[config.mk]
export PLATFORM = sky130hd
export DESIGN_NAME = rkpc_top
export DESIGN_NICKNAME = d
export VERILOG_FILES = /design/src/rkpc_pkg.sv /design/src/rkpc_btn_if.sv /design/src/rkpc_btn.sv /design/src/rkpc_top.sv
export SDC_FILE = /design/constraint.sdc
export NUM_CORES = 2
export LEC_CHECK = 0
export BUFFER_PORTS_ARGS = -buffer_cell sky130_fd_sc_hd__buf_2
export CORE_ASPECT_RATIO = 1.4
export CORE_MARGIN = 2
export CORE_UTILIZATION = 40
export CTS_BUF_LIST = sky130_fd_sc_hd__clkbuf_4 sky130_fd_sc_hd__clkbuf_8 sky130_fd_sc_hd__clkbuf_16
export DETAILED_ROUTE_END_ITERATION = 8
export GPL_TIMING_DRIVEN = 1
export PLACE_DENSITY_LB_ADDON = 0.3
export SLEW_MARGIN = 30
export SYNTH_ARGS = -nofsm -noshare
export SYNTH_HDL_FRONTEND = slang
export SYNTH_SLANG_ARGS = --single-unit
[constraint.sdc]
create_clock -name CLK_IN -period 44.6 [get_ports CLK_IN]
set_input_delay 6.69 -clock CLK_IN [delete_from_list [all_inputs] [get_ports CLK_IN]]
set_output_delay 6.69 -clock CLK_IN [all_outputs]
set_load 0.05 [all_outputs]
[src/rkpc_pkg.sv]
// Constants, timing figures and types for the radio key pairing controller.
// Assumes a single 10 MHz clock; long counts become top-level parameters.
package rkpc_pkg;

  ////////////////////////////////////////////////////////////////////////////
  // Clock in hertz and timing figures in milliseconds.
  localparam int unsigned CLK_HZ     = 10_000_000;
  localparam int unsigned CYC_PER_MS = CLK_HZ / 1000;
  localparam int unsigned SHORT_MS   = 1000;
  localparam int unsigned LONG_MS    = 3000;
  localparam int unsigned WIN_MS     = 20000;
  localparam int unsigned ACK_MS     = 2000;
  localparam int unsigned OK_CTRL_MS = 1000;
  localparam int unsigned OK_MOD_MS  = 4000;
  localparam int unsigned SLOW_MS    = 500;
  localparam int unsigned FAST_MS    = 125;

  ////////////////////////////////////////////////////////////////////////////
  // Widths and table layout.
  localparam int TMR_W    = 28;
  localparam int NUM_USER = 25;
  localparam int IDX_W    = 5;
  localparam int CODE_W   = 24;
  localparam int FUNC_W   = 2;
  localparam int FUNC_LSB = 0;

  typedef logic [TMR_W-1:0]  rkpc_tmr_t;
  typedef logic [CODE_W-1:0] rkpc_code_t;
  typedef logic [IDX_W-1:0]  rkpc_idx_t;
  typedef logic [FUNC_W-1:0] rkpc_func_t;

  localparam rkpc_tmr_t  TMR_ZERO  = 28'h0000000;
  localparam rkpc_tmr_t  TMR_ONE   = 28'h0000001;
  localparam rkpc_code_t CODE_ZERO = 24'h000000;
  localparam rkpc_func_t FUNC_ZERO = 2'h0;

  ////////////////////////////////////////////////////////////////////////////
  // Procedure states.
  typedef enum logic [5:0] {
    ST_IDLE  = 6'h01,
    ST_T_MST = 6'h02,
    ST_T_KEY = 6'h04,
    ST_D_MST = 6'h08,
    ST_D_SEL = 6'h10,
    ST_DONE  = 6'h20
  } rkpc_state_e;

endpackage : rkpc_pkg

[src/rkpc_btn_if.sv]
// Press events from the button classifier to the procedure controller.
// Both ends run on the same clock; events are one-cycle pulses.
`timescale 1ns/1ns
interface rkpc_btn_if;
  logic short_p;
  logic long_p;
  modport src (output short_p, output long_p);
  modport dst (input short_p, input long_p);
endinterface : rkpc_btn_if

[src/rkpc_btn.sv]
// Programming button classifier: synchroniser, hold timer, press events.
// Assumes the raw button is asynchronous and active high while pressed.
`timescale 1ns/1ns
module rkpc_btn #(
  parameter int unsigned T_SHORT = rkpc_pkg::SHORT_MS * rkpc_pkg::CYC_PER_MS,
  parameter int unsigned T_LONG  = rkpc_pkg::LONG_MS * rkpc_pkg::CYC_PER_MS
) (
  // Clock, reset, enable
  input  wire logic   clk,
  input  wire logic   rst,
  input  wire logic   ce,
  // Raw button
  input  wire logic   btn_raw,
  // Events
  rkpc_btn_if.src     ev
);

  logic               s1_r, s2_r;
  rkpc_pkg::rkpc_tmr_t cnt_r, cnt_nxt;
  logic               short_r, short_nxt;
  logic               long_r, long_nxt;

  ////////////////////////////////////////////////////////////////////////////
  // The counter saturates at the long threshold so the long event fires once per hold.
  always_comb begin
    cnt_nxt   = cnt_r;
    short_nxt = 1'b0;
    long_nxt  = 1'b0;
    if (s2_r) begin
      if (cnt_r != rkpc_pkg::rkpc_tmr_t'(T_LONG)) begin
        cnt_nxt = cnt_r + rkpc_pkg::TMR_ONE;
      end
      long_nxt = (cnt_r == rkpc_pkg::rkpc_tmr_t'(T_LONG - 1));
    end else if (cnt_r != rkpc_pkg::TMR_ZERO) begin
      short_nxt = (cnt_r <= rkpc_pkg::rkpc_tmr_t'(T_SHORT));
      cnt_nxt   = rkpc_pkg::TMR_ZERO;
    end
  end

  always_ff @(posedge clk or posedge rst) begin
    if (rst) begin
      s1_r    <= 1'b0;
      s2_r    <= 1'b0;
      cnt_r   <= rkpc_pkg::TMR_ZERO;
      short_r <= 1'b0;
      long_r  <= 1'b0;
    end else if (ce) begin
      s1_r    <= btn_raw;
      s2_r    <= s1_r;
      cnt_r   <= cnt_nxt;
      short_r <= short_nxt;
      long_r  <= long_nxt;
    end
  end

  assign ev.short_p = short_r;
  assign ev.long_p  = long_r;

endmodule : rkpc_btn

[src/rkpc_top.sv]
// Radio key pairing controller: user key table, tune-in and delete procedures, LEDs.
// Assumes decoded radio codes arrive as one-cycle strobes from logic on CLK_IN.
`timescale 1ns/1ns
module rkpc_top #(
  parameter rkpc_pkg::rkpc_code_t MASTER_CODE = 24'h5A3C96, // Arbitrary value.
  parameter int unsigned T_SHORT   = rkpc_pkg::SHORT_MS * rkpc_pkg::CYC_PER_MS,
  parameter int unsigned T_LONG    = rkpc_pkg::LONG_MS * rkpc_pkg::CYC_PER_MS,
  parameter int unsigned T_WIN     = rkpc_pkg::WIN_MS * rkpc_pkg::CYC_PER_MS,
  parameter int unsigned T_ACK     = rkpc_pkg::ACK_MS * rkpc_pkg::CYC_PER_MS,
  parameter int unsigned T_OK_CTRL = rkpc_pkg::OK_CTRL_MS * rkpc_pkg::CYC_PER_MS,
  parameter int unsigned T_OK_MOD  = rkpc_pkg::OK_MOD_MS * rkpc_pkg::CYC_PER_MS,
  parameter int unsigned T_SLOW    = rkpc_pkg::SLOW_MS * rkpc_pkg::CYC_PER_MS,
  parameter int unsigned T_FAST    = rkpc_pkg::FAST_MS * rkpc_pkg::CYC_PER_MS
) (
  // Clock, reset, enable
  input  wire logic                          CLK_IN,
  input  wire logic                          SYS_RST_IN,
  input  wire logic                          CE_IN,
  // Board straps and button
  input  wire logic                          MODULE_VARIANT_IN,
  input  wire logic                          PROG_BTN_IN,
  // Decoded radio codes
  input  wire logic                          CODE_VALID_IN,
  input  wire logic [rkpc_pkg::CODE_W-1:0]   CODE_IN,
  // Indicators and door request
  output logic                               LED_GREEN_OUT,
  output logic                               LED_RED_OUT,
  output logic                               OPEN_REQ_OUT,
  output logic [rkpc_pkg::FUNC_W-1:0]        OPEN_FUNC_OUT
);

  rkpc_btn_if btn ();

  rkpc_btn #(.T_SHORT(T_SHORT), .T_LONG(T_LONG)) u_btn (
    .clk     (CLK_IN),
    .rst     (SYS_RST_IN),
    .ce      (CE_IN),
    .btn_raw (PROG_BTN_IN),
    .ev      (btn)
  );

  ////////////////////////////////////////////////////////////////////////////
  // Table lookup helpers.
  function automatic rkpc_pkg::rkpc_idx_t first_set(input logic [rkpc_pkg::NUM_USER-1:0] v);
    rkpc_pkg::rkpc_idx_t idx;
    idx = '0;
    for (int i = rkpc_pkg::NUM_USER - 1; i >= 0; i--) begin
      if (v[i]) begin
        idx = rkpc_pkg::rkpc_idx_t'(i);
      end
    end
    return idx;
  endfunction : first_set

  rkpc_pkg::rkpc_state_e  st_r, st_nxt;
  rkpc_pkg::rkpc_code_t   code_r [rkpc_pkg::NUM_USER];
  rkpc_pkg::rkpc_code_t   code_nxt [rkpc_pkg::NUM_USER];
  logic [rkpc_pkg::NUM_USER-1:0] val_r, val_nxt;
  logic [rkpc_pkg::NUM_USER-1:0] hit, free;
  rkpc_pkg::rkpc_tmr_t    win_r, win_nxt;
  rkpc_pkg::rkpc_tmr_t    ack_r, ack_nxt;
  rkpc_pkg::rkpc_tmr_t    hold_r, hold_nxt;
  rkpc_pkg::rkpc_tmr_t    blk_r, blk_nxt;
  rkpc_pkg::rkpc_code_t   first_r, first_nxt;
  logic                   first_v_r, first_v_nxt;
  logic                   done_red_r, done_red_nxt;
  logic                   phase_r, phase_nxt;
  logic                   var_s1_r, var_s2_r;
  logic                   led_g_r, led_g_nxt;
  logic                   led_r_r, led_r_nxt;
  logic                   open_r, open_nxt;
  rkpc_pkg::rkpc_func_t   func_r, func_nxt;
  logic                   is_master;

  genvar gi;
  generate
    for (gi = 0; gi < rkpc_pkg::NUM_USER; gi++) begin : g_match
      assign hit[gi]  = val_r[gi] && (code_r[gi] == CODE_IN);
      assign free[gi] = !val_r[gi];
    end
  endgenerate

  assign is_master = (CODE_IN == MASTER_CODE);

  ////////////////////////////////////////////////////////////////////////////
  // Procedure sequencer and code table.
  always_comb begin
    st_nxt       = st_r;
    code_nxt     = code_r;
    val_nxt      = val_r;
    first_nxt    = first_r;
    first_v_nxt  = first_v_r;
    done_red_nxt = done_red_r;
    open_nxt     = 1'b0;
    func_nxt     = func_r;
    win_nxt      = (win_r == rkpc_pkg::TMR_ZERO) ? win_r : win_r - rkpc_pkg::TMR_ONE;
    ack_nxt      = (ack_r == rkpc_pkg::TMR_ZERO) ? ack_r : ack_r - rkpc_pkg::TMR_ONE;
    hold_nxt     = (hold_r == rkpc_pkg::TMR_ZERO) ? hold_r : hold_r - rkpc_pkg::TMR_ONE;
    case (st_r)
      rkpc_pkg::ST_IDLE: begin
        if (btn.long_p) begin
          st_nxt  = rkpc_pkg::ST_D_MST;
          win_nxt = rkpc_pkg::rkpc_tmr_t'(T_WIN);
        end else if (btn.short_p) begin
          st_nxt  = rkpc_pkg::ST_T_MST;
          win_nxt = rkpc_pkg::rkpc_tmr_t'(T_WIN);
        end else if (CODE_VALID_IN && (is_master || (|hit))) begin
          open_nxt = 1'b1;
          func_nxt = CODE_IN[rkpc_pkg::FUNC_LSB +: rkpc_pkg::FUNC_W];
        end
      end
      rkpc_pkg::ST_T_MST, rkpc_pkg::ST_D_MST: begin
        if (CODE_VALID_IN) begin
          if (is_master) begin
            st_nxt      = (st_r == rkpc_pkg::ST_T_MST) ? rkpc_pkg::ST_T_KEY : rkpc_pkg::ST_D_SEL;
            win_nxt     = rkpc_pkg::rkpc_tmr_t'(T_WIN);
            ack_nxt     = rkpc_pkg::rkpc_tmr_t'(T_ACK);
            first_v_nxt = 1'b0;
          end else begin
            st_nxt = rkpc_pkg::ST_IDLE;
          end
        end else if (win_r == rkpc_pkg::TMR_ZERO) begin
          st_nxt = rkpc_pkg::ST_IDLE;
        end
      end
      rkpc_pkg::ST_T_KEY: begin
        if (CODE_VALID_IN && !is_master) begin
          if (first_v_r && (CODE_IN == first_r)) begin
            if ((|hit) || (|free)) begin
              if (!(|hit)) begin
                code_nxt[first_set(free)] = CODE_IN;
                val_nxt[first_set(free)]  = 1'b1;
              end
              st_nxt       = rkpc_pkg::ST_DONE;
              done_red_nxt = var_s2_r;
              hold_nxt     = var_s2_r ? rkpc_pkg::rkpc_tmr_t'(T_OK_MOD) : rkpc_pkg::rkpc_tmr_t'(T_OK_CTRL);
            end else begin
              st_nxt = rkpc_pkg::ST_IDLE;
            end
          end else begin
            first_nxt   = CODE_IN;
            first_v_nxt = 1'b1;
          end
        end else if (win_r == rkpc_pkg::TMR_ZERO) begin
          st_nxt = rkpc_pkg::ST_IDLE;
        end
      end
      rkpc_pkg::ST_D_SEL: begin
        if (btn.long_p) begin
          val_nxt      = '0;
          st_nxt       = rkpc_pkg::ST_DONE;
          done_red_nxt = var_s2_r;
          hold_nxt     = var_s2_r ? rkpc_pkg::rkpc_tmr_t'(T_OK_MOD) : rkpc_pkg::rkpc_tmr_t'(T_OK_CTRL);
        end else if (CODE_VALID_IN && !is_master) begin
          if (|hit) begin
            val_nxt[first_set(hit)] = 1'b0;
            st_nxt       = rkpc_pkg::ST_DONE;
            done_red_nxt = 1'b0;
            hold_nxt     = rkpc_pkg::rkpc_tmr_t'(T_OK_CTRL);
          end else begin
            st_nxt = rkpc_pkg::ST_IDLE;
          end
        end else if (win_r == rkpc_pkg::TMR_ZERO) begin
          st_nxt = rkpc_pkg::ST_IDLE;
        end
      end
      rkpc_pkg::ST_DONE: begin
        if (hold_r == rkpc_pkg::TMR_ZERO) begin
          st_nxt = rkpc_pkg::ST_IDLE;
        end
      end
      default: begin
        st_nxt = rkpc_pkg::ST_IDLE;
      end
    endcase
  end

  ////////////////////////////////////////////////////////////////////////////
  // Indicator pattern: solid acknowledge overrides the mode flash.
  always_comb begin
    blk_nxt   = blk_r - rkpc_pkg::TMR_ONE;
    phase_nxt = phase_r;
    if (blk_r == rkpc_pkg::TMR_ZERO) begin
      phase_nxt = !phase_r;
      blk_nxt   = ((st_r == rkpc_pkg::ST_D_MST) || (st_r == rkpc_pkg::ST_D_SEL))
                  ? rkpc_pkg::rkpc_tmr_t'(T_FAST - 1) : rkpc_pkg::rkpc_tmr_t'(T_SLOW - 1);
    end
    led_g_nxt = 1'b0;
    led_r_nxt = 1'b0;
    case (st_r)
      rkpc_pkg::ST_T_MST, rkpc_pkg::ST_T_KEY, rkpc_pkg::ST_D_MST, rkpc_pkg::ST_D_SEL: begin
        if (ack_r != rkpc_pkg::TMR_ZERO && (st_r == rkpc_pkg::ST_T_KEY || st_r == rkpc_pkg::ST_D_SEL)) begin
          led_g_nxt = 1'b1;
        end else begin
          led_g_nxt = phase_r && !var_s2_r;
          led_r_nxt = phase_r && var_s2_r;
        end
      end
      rkpc_pkg::ST_DONE: begin
        led_g_nxt = !done_red_r;
        led_r_nxt = done_red_r;
      end
      default: begin
        led_g_nxt = 1'b0;
      end
    endcase
  end

  always_ff @(posedge CLK_IN or posedge SYS_RST_IN) begin
    if (SYS_RST_IN) begin
      st_r       <= rkpc_pkg::ST_IDLE;
      code_r     <= '{default: rkpc_pkg::CODE_ZERO};
      val_r      <= '0;
      win_r      <= rkpc_pkg::TMR_ZERO;
      ack_r      <= rkpc_pkg::TMR_ZERO;
      hold_r     <= rkpc_pkg::TMR_ZERO;
      blk_r      <= rkpc_pkg::TMR_ZERO;
      first_r    <= rkpc_pkg::CODE_ZERO;
      first_v_r  <= 1'b0;
      done_red_r <= 1'b0;
      phase_r    <= 1'b0;
      var_s1_r   <= 1'b0;
      var_s2_r   <= 1'b0;
      led_g_r    <= 1'b0;
      led_r_r    <= 1'b0;
      open_r     <= 1'b0;
      func_r     <= rkpc_pkg::FUNC_ZERO;
    end else if (CE_IN) begin
      st_r       <= st_nxt;
      code_r     <= code_nxt;
      val_r      <= val_nxt;
      win_r      <= win_nxt;
      ack_r      <= ack_nxt;
      hold_r     <= hold_nxt;
      blk_r      <= blk_nxt;
      first_r    <= first_nxt;
      first_v_r  <= first_v_nxt;
      done_red_r <= done_red_nxt;
      phase_r    <= phase_nxt;
      var_s1_r   <= MODULE_VARIANT_IN;
      var_s2_r   <= var_s1_r;
      led_g_r    <= led_g_nxt;
      led_r_r    <= led_r_nxt;
      open_r     <= open_nxt;
      func_r     <= func_nxt;
    end
  end

  assign LED_GREEN_OUT = led_g_r;
  assign LED_RED_OUT   = led_r_r;
  assign OPEN_REQ_OUT  = open_r;
  assign OPEN_FUNC_OUT = func_r;

endmodule : rkpc_top
# Word-level counts from Yosys, hierarchy flattened

Cells that the tools add are included.

Word-level logic and storage cells: 338
Register bits after elaboration: 809
Input bits: 30

Muxes and demuxes: 135
Reductions and logical operators: 89
Bitwise gates (word level): 8
Equality and inequality tests: 48
Magnitude comparators: 7
Add/subtract/negate cells: 5

Operators with widths:

| operator                                                                   | number |
|---|---|
| 24-bit == test                                                             | 26 |
| 600-bit bitwise mux                                                        | 1 |
| 28-bit two-way mux                                                         | 20 |
| 5-bit two-way mux                                                          | 61 |
| 25-bit two-way mux                                                         | 7 |
| 24-bit demux with 5-bit select                                             | 1 |
| 28-bit zero test                                                           | 4 |
| 28-bit one-hot mux with 2 select lines                                     | 2 |
| 28-bit by 1-bit subtractor with 28-bit output (second input constant)      | 4 |
| 6-bit two-way mux                                                          | 11 |
| 28-bit nonzero test                                                        | 2 |
| 25-bit one-hot mux with 2 select lines                                     | 1 |
| 25-bit OR reduction                                                        | 2 |
| 1-bit logical AND                                                          | 34 |
| 6-bit one-hot mux with 5 select lines                                      | 1 |
| 1-bit zero test                                                            | 29 |
| 28-bit by 1-bit adder with 28-bit output (second input constant)           | 1 |
| 28-bit by 25-bit == test with 1-bit output (second input constant)         | 1 |
| 28-bit by 24-bit <= comparator with 1-bit output (second input constant)   | 1 |
| 28-bit by 25-bit inequality test with 1-bit output (second input constant) | 1 |
| 26-bit two-way mux                                                         | 1 |
| 25-bit bitwise AND                                                         | 1 |
| 25-bit inverter                                                            | 1 |
| 25-bit bitwise OR                                                          | 1 |
| other kinds (33)                                                           | 78 |

# Longest topological paths before layout

Depth after elaboration: 41
Mapped depth: 17

# Hierarchy

Synthesis repeated with hierarchy kept, for this count alone.

Cells, all modules: 3,617
Area total of the unflattened synthesis: 42,406.9 um^2

By module, submodules not included:

| module   | area an instance (um^2) | sequential area each (um^2) | cells each | times used |
|---|---|---|---|---|
| rkpc_top | 40,548.9                | 19,444.9                    | 3,410      | 1 |
| rkpc_btn | 1,858.0                 | 800.8                       | 207        | 1 |

# Least setup slack after synthesis

OpenSTA, ideal clock, no wires.

Kind: in2reg
Start: in CODE_IN[3] (netlist bit)
End: reg code_r[57] (netlist bit)
Required time: 44,475 ps
Stages on the path: 15
Slack: 34,825 ps
Library setup time: 125 ps
Arrival time: 9,651 ps
Cell sequence: buf_4 > buf_6 > buf_6 > buf_2 > xnor2_1 > nand4_1 > nor4_1 > nand4_1 > inv_1 > nand2_1 > nor4_4 > nand3b_1 > nor2_4 > buf_6 > mux2_2

Word-level cells in the longest chain between the ends: 5
Elaborated cells between the ends (all ways): 59
Classes of those cells: 27 x eq/ne; 1 x bitwise; 31 x reduce/logical

RTL lines:

| what                                                      | line                             | RTL |
|---|---|---|
| start, declared                                           | rkpc_top.sv:24                   | `input wire logic [rkpc_pkg::CODE_W-1:0] CODE_IN,` |
| 24-bit == test                                            | rkpc_top.sv:78                   | `assign hit[gi] = val_r[gi] && (code_r[gi] == CODE_IN);` |
| 1-bit logical AND                                         | rkpc_top.sv:78                   |  |
| 25-bit OR reduction                                       | rkpc_top.sv:129, rkpc_top.sv:130 |  |
| 1-bit logical OR / 1-bit inverter (equally long branches) | n/a                              |  |
| 6-bit AND reduction (no line) (*)                         | n/a                              |  |
| end signal, assigned                                      | rkpc_top.sv:230                  | `code_r <= code_nxt;` |
| end, declared                                             | rkpc_top.sv:56                   | `rkpc_pkg::rkpc_code_t code_r [rkpc_pkg::NUM_USER];` |

Every way passes the cells marked *; elsewhere a longest branch is shown, timed or not.
A chain may end at the register's enable or synchronous reset.

# Final worst setup path

Start: in CODE_IN[14] (netlist bit)
End: reg code_r[145] (netlist bit)

Same word-level chain as after synthesis.

==> metrics.md <==
| Metric | Value |
|---|---|
| Clk pwr share | 44.8% |
| Seq pwr share | between 40 and 50% |
| Vias/cell | between 5 and 6 |
| Non-filler instance count after layout | about 5.3k |
| Clk Tree Root Cell | clkbuf_16 |
| Die width | roughly 280 um |
| Syn Area/Cell | 11.1 um^2 |
| CTS max path bufs | 3 |
| Endpoint, Worst Hold | blk_r[23] |
| Most frequent cells in the layout | dfrtp_1 (808), mux2_2 (594), xor2_1 (358), xnor2_1 (339), nand2_1 (230) |
| Clock skew | roughly 43 ps |
| Critical Path, Cell by Cell | buf_4 -> buf_4 -> xor2_1 -> nor4b_1 -> nor4bb_1 -> and4_1 -> nor4_1 -> nand4_1 -> nor4_4 -> nand3b_1 -> nor2_4 -> mux2_2 |
| Number of diodes | 0 |
| Worst Setup Start Kind | primary input |
| Async SR Flop Fraction | 100% |
| Cts hold-fix bufs | 0 |
| Status | complete, no violations |
| R2r setup slk | around 40000 ps |
| CP max-delay cell | nor2_4 |
| Logic pwr share | roughly a tenth |
| Commonest non-fill, non-tap cell in the layout | dfrtp_1 |
| Crit-path leading delay family | simple AND/OR/NAND/NOR gates |
| # rows | about 140 |
| Hold Path Class | reg -> reg |
| Period minus WS final | roughly 11000 ps |
| Cell variety after synth | slightly above 80 |
| Largest net degree at the start of global routing | between 150 and 200 |
| Net Sw Power | about 450 uW |
| Flop and latch count out of synthesis | 809 |
| Synth warn | 0 |
| Post-Syn Nets | approximately 4k |
| Post-CTS Resized | 0 |
| Crit path DAT | 11440 ps |
| Worst setup path category | in -> reg |
| CTS sink count | 809 |
| Worst Reg-to-Reg Cells | 8 |
| DR vias | slightly below 30k |
| Number of synthesized flops with an enable pin | 0 |
| Hold path start | blk_r[23] |
| Actual slew at the worst max-slew pin | between 1000 and 1500 ps |
| Worst-path fanout max | 32 |
| Placed insts | a little over 5k |
| Buf+Inv Stages, Crit Path | 2 |
| Setup-failing EPs final | 0 |
| Syn Inst Count | a little under 4k |
| Total power | between 1500 and 2000 uW |
| CP most frequent cell | buf_4 |
| GRT overflow | 0 |
| Initial Util | between 40% and 50% |
| Die area | between 100000 and 150000 um^2 |
| Max Slew Vio Count | 0 |
| Tcrit/Tclk final | about a quarter |
| Routability congestion estimate | 0.899 |
| Core area | about 110000 um^2 |
| VDD IR-drop max | ~0.000028 V |
| CP required | about 45000 ps |
| Reg-to-Reg End | code_r[145] |
| WHS Path Cells | 2 |
| Pwr Density | between 30 and 40 nW/um^2 |
| Top cell type by total area after synthesis | dfrtp_1 |
| Dpl cell area | between 40000 and 50000 um^2 |
| Area occupied by multi-input gates | 21300 um^2 |
| DRT antenna net count | 0 |
| RSZ-0062 raised after global routing | false |
| Area Growth Syn to Fin | 9.42% |
| Post-Syn Area | between 40000 and 50000 um^2 |
| Worst relative slew slack | a little under a third |
| DRC viols | 0 |
| Critical path's largest stage delay | roughly 750 ps |
| Clk_lat worst skew | between 600 and 700 ps |
| Vias in the first global route | 29.6k |
| Leak pwr | between 0.02 and 0.025 uW |
| Highest Clock Rate | approximately 92 MHz |
| Synth area leaders | dfrtp_1 (47%), mux2_2 (15%), xor2_1 (7.3%), xnor2_1 (6.9%), nand4_1 (2.4%) |
| Top FF cell, synth | dfrtp_1 |
| CTS tree | built |
| Switching part of the total | a little over a quarter |
| Layout cells sized above 1 | approximately 23% |
| Int Power | between 1000 and 1500 uW |
| Worst-path clk slew | 60 ps |
| Max cap viols | 0 |
| Tot GR Track Use | 20.5% |
| Post-DP HPWL | roughly 72 mm |
| Sequential-to-total area share from yosys stat | between 40% and 50% |
| Top-area cell type share of the netlist area | 46.8% |
| Reg-to-reg startpoint | st_r[3] |
| Final net count | about 3.9k |
| Setup TNS | 0 ps |
| DIE HEIGHT | roughly 400 um |
| H-tree levels | 3 |
| Routed wire per std cell | around 21 um |
| Initial antenna violation count | 0 |
| Pre-antenna DRT Iters | 5 |
| Final instance area | approximately 47000 um^2 |
| Final Hold Vio Count | 0 |
| Top Ports | 35 |
| First-pass GRT wire length | about 180 mm |
| Fillers | approximately 10k |
| Fin Hold WS | about 470 ps |
| Critical Path End Type | flop |
| # Post-CTS Setup Buffers | 0 |
| CTS buffer count | 86 |
| WL final | 112 mm |
| Drt initial violations | roughly 1.8k |
| Register area | roughly 20000 um^2 |
| Port bufs | 34 |
cell type report:
cell class | count | share of cell area [%]
clock inverters | 33 | 0.968
inverters | 42 | 0.349
clock buffers | 124 | 5.42
multi-input cells | 2792 | 45.1
repair buffers | 87 | 1.51
well taps | 1440 | 3.81
flip-flops and latches | 809 | 42.8
sequential cells by signal, indices dropped and copies added, names as in the netlist, 2 cells and up:
signal / cells
OPEN_FUNC_OUT: 2
ack_r: 28
blk_r: 28
code_r: 600
first_r: 24
hold_r: 28
st_r: 6
u_btn.cnt_r: 28
val_r: 25
win_r: 28
layer usage:
layer / vias up / GRT usage [%] / part of all wire (%)
li1: 13700 / - / -
met1: 15000 / 25.6 / 43
met2: 484 / 36.3 / 51
met3: 198 / 2.16 / 2.9
met4: 0 / 7.98 / 3.4
met5: - / 0 / 0
Yosys cell counts, types with 5 or more instances:
cell type,number
nand4b_1,27
a21oi_1,64
inv_1,41
a31oi_1,21
a31o_2,5
and2_1,9
or2_2,11
nand2b_1,22
nor3_1,90
buf_2,50
o22a_1,6
o31ai_1,18
buf_1,7
nand3b_1,8
nand3_1,81
o22ai_1,5
xnor2_1,339
nand2_1,233
and3_1,20
nor2_4,7
xor2_1,358
nand4_1,165
and4_1,9
o211ai_1,13
ha_1,9
nor2_2,5
mux2_2,594
nor4_1,159
nor4b_1,9
clkbuf_1,86
o41ai_1,7
buf_4,47
buf_6,50
nor2_1,212
nor3b_1,5
o21ai_0,107
nor2b_1,12
dfrtp_1,808
a21o_1,7
a211o_1,5
or4_1,48
or3_1,27
mux2_1,8
logic make-up (layout without fill, tap and decap cells):
group | after synthesis | in the layout | share of synthesized area, %
AOI/OAI and AO/OA | 292 | 292 | 4.16
buffers and inverters | 283 | 286 | 3.91
muxes | 604 | 604 | 15.7
xor gates and xnor gates | 698 | 698 | 14.2
and+or+nand+nor | 1189 | 1189 | 14.9
adders and majority gates | 9 | 9 | 0.261
DFF | 809 | 809 | 46.8
through the flow:
stage                     worst slack [ps]  utilization (%)
after CTS                            33790             44.0
after global placement               32880             41.2
final                                33700             44.1
after global routing                 33430             44.1
after floorplan                      15190                -
after detailed placement             33070             41.2
worst reg2reg max path, stage by stage, from the launching register on:
cell      delay (ps)
dfrtp_1          460
nor3_2           280
or4bb_1          670
nor4_1           410
nand2_1          250
nor4_4           550
nand3b_1         400
nor2_4           750
mux2_2           430
how the worst max path moves through the flow:
stage                               end  cells after the start   startpoint
after floorplan           LED_GREEN_OUT                      1   SYS_RST_IN
after global placement      code_r[521]                     12  CODE_IN[22]
after detailed placement    code_r[328]                     13  CODE_IN[21]
after CTS                   code_r[145]                     12  CODE_IN[14]
after global routing        code_r[156]                     12  CODE_IN[14]
final                       code_r[145]                     12  CODE_IN[14]
power groups by stage:
stage                     Clock, uW  Combinational, uW  Sequential [uW]
final                           760                161              775
after CTS                       778                162              775
after detailed placement          0                162              788
after global routing            807                180              778
after floorplan                   0                121              784
after global placement            0                159              788
No activity file was read; power rests on OpenSTA's default activity.
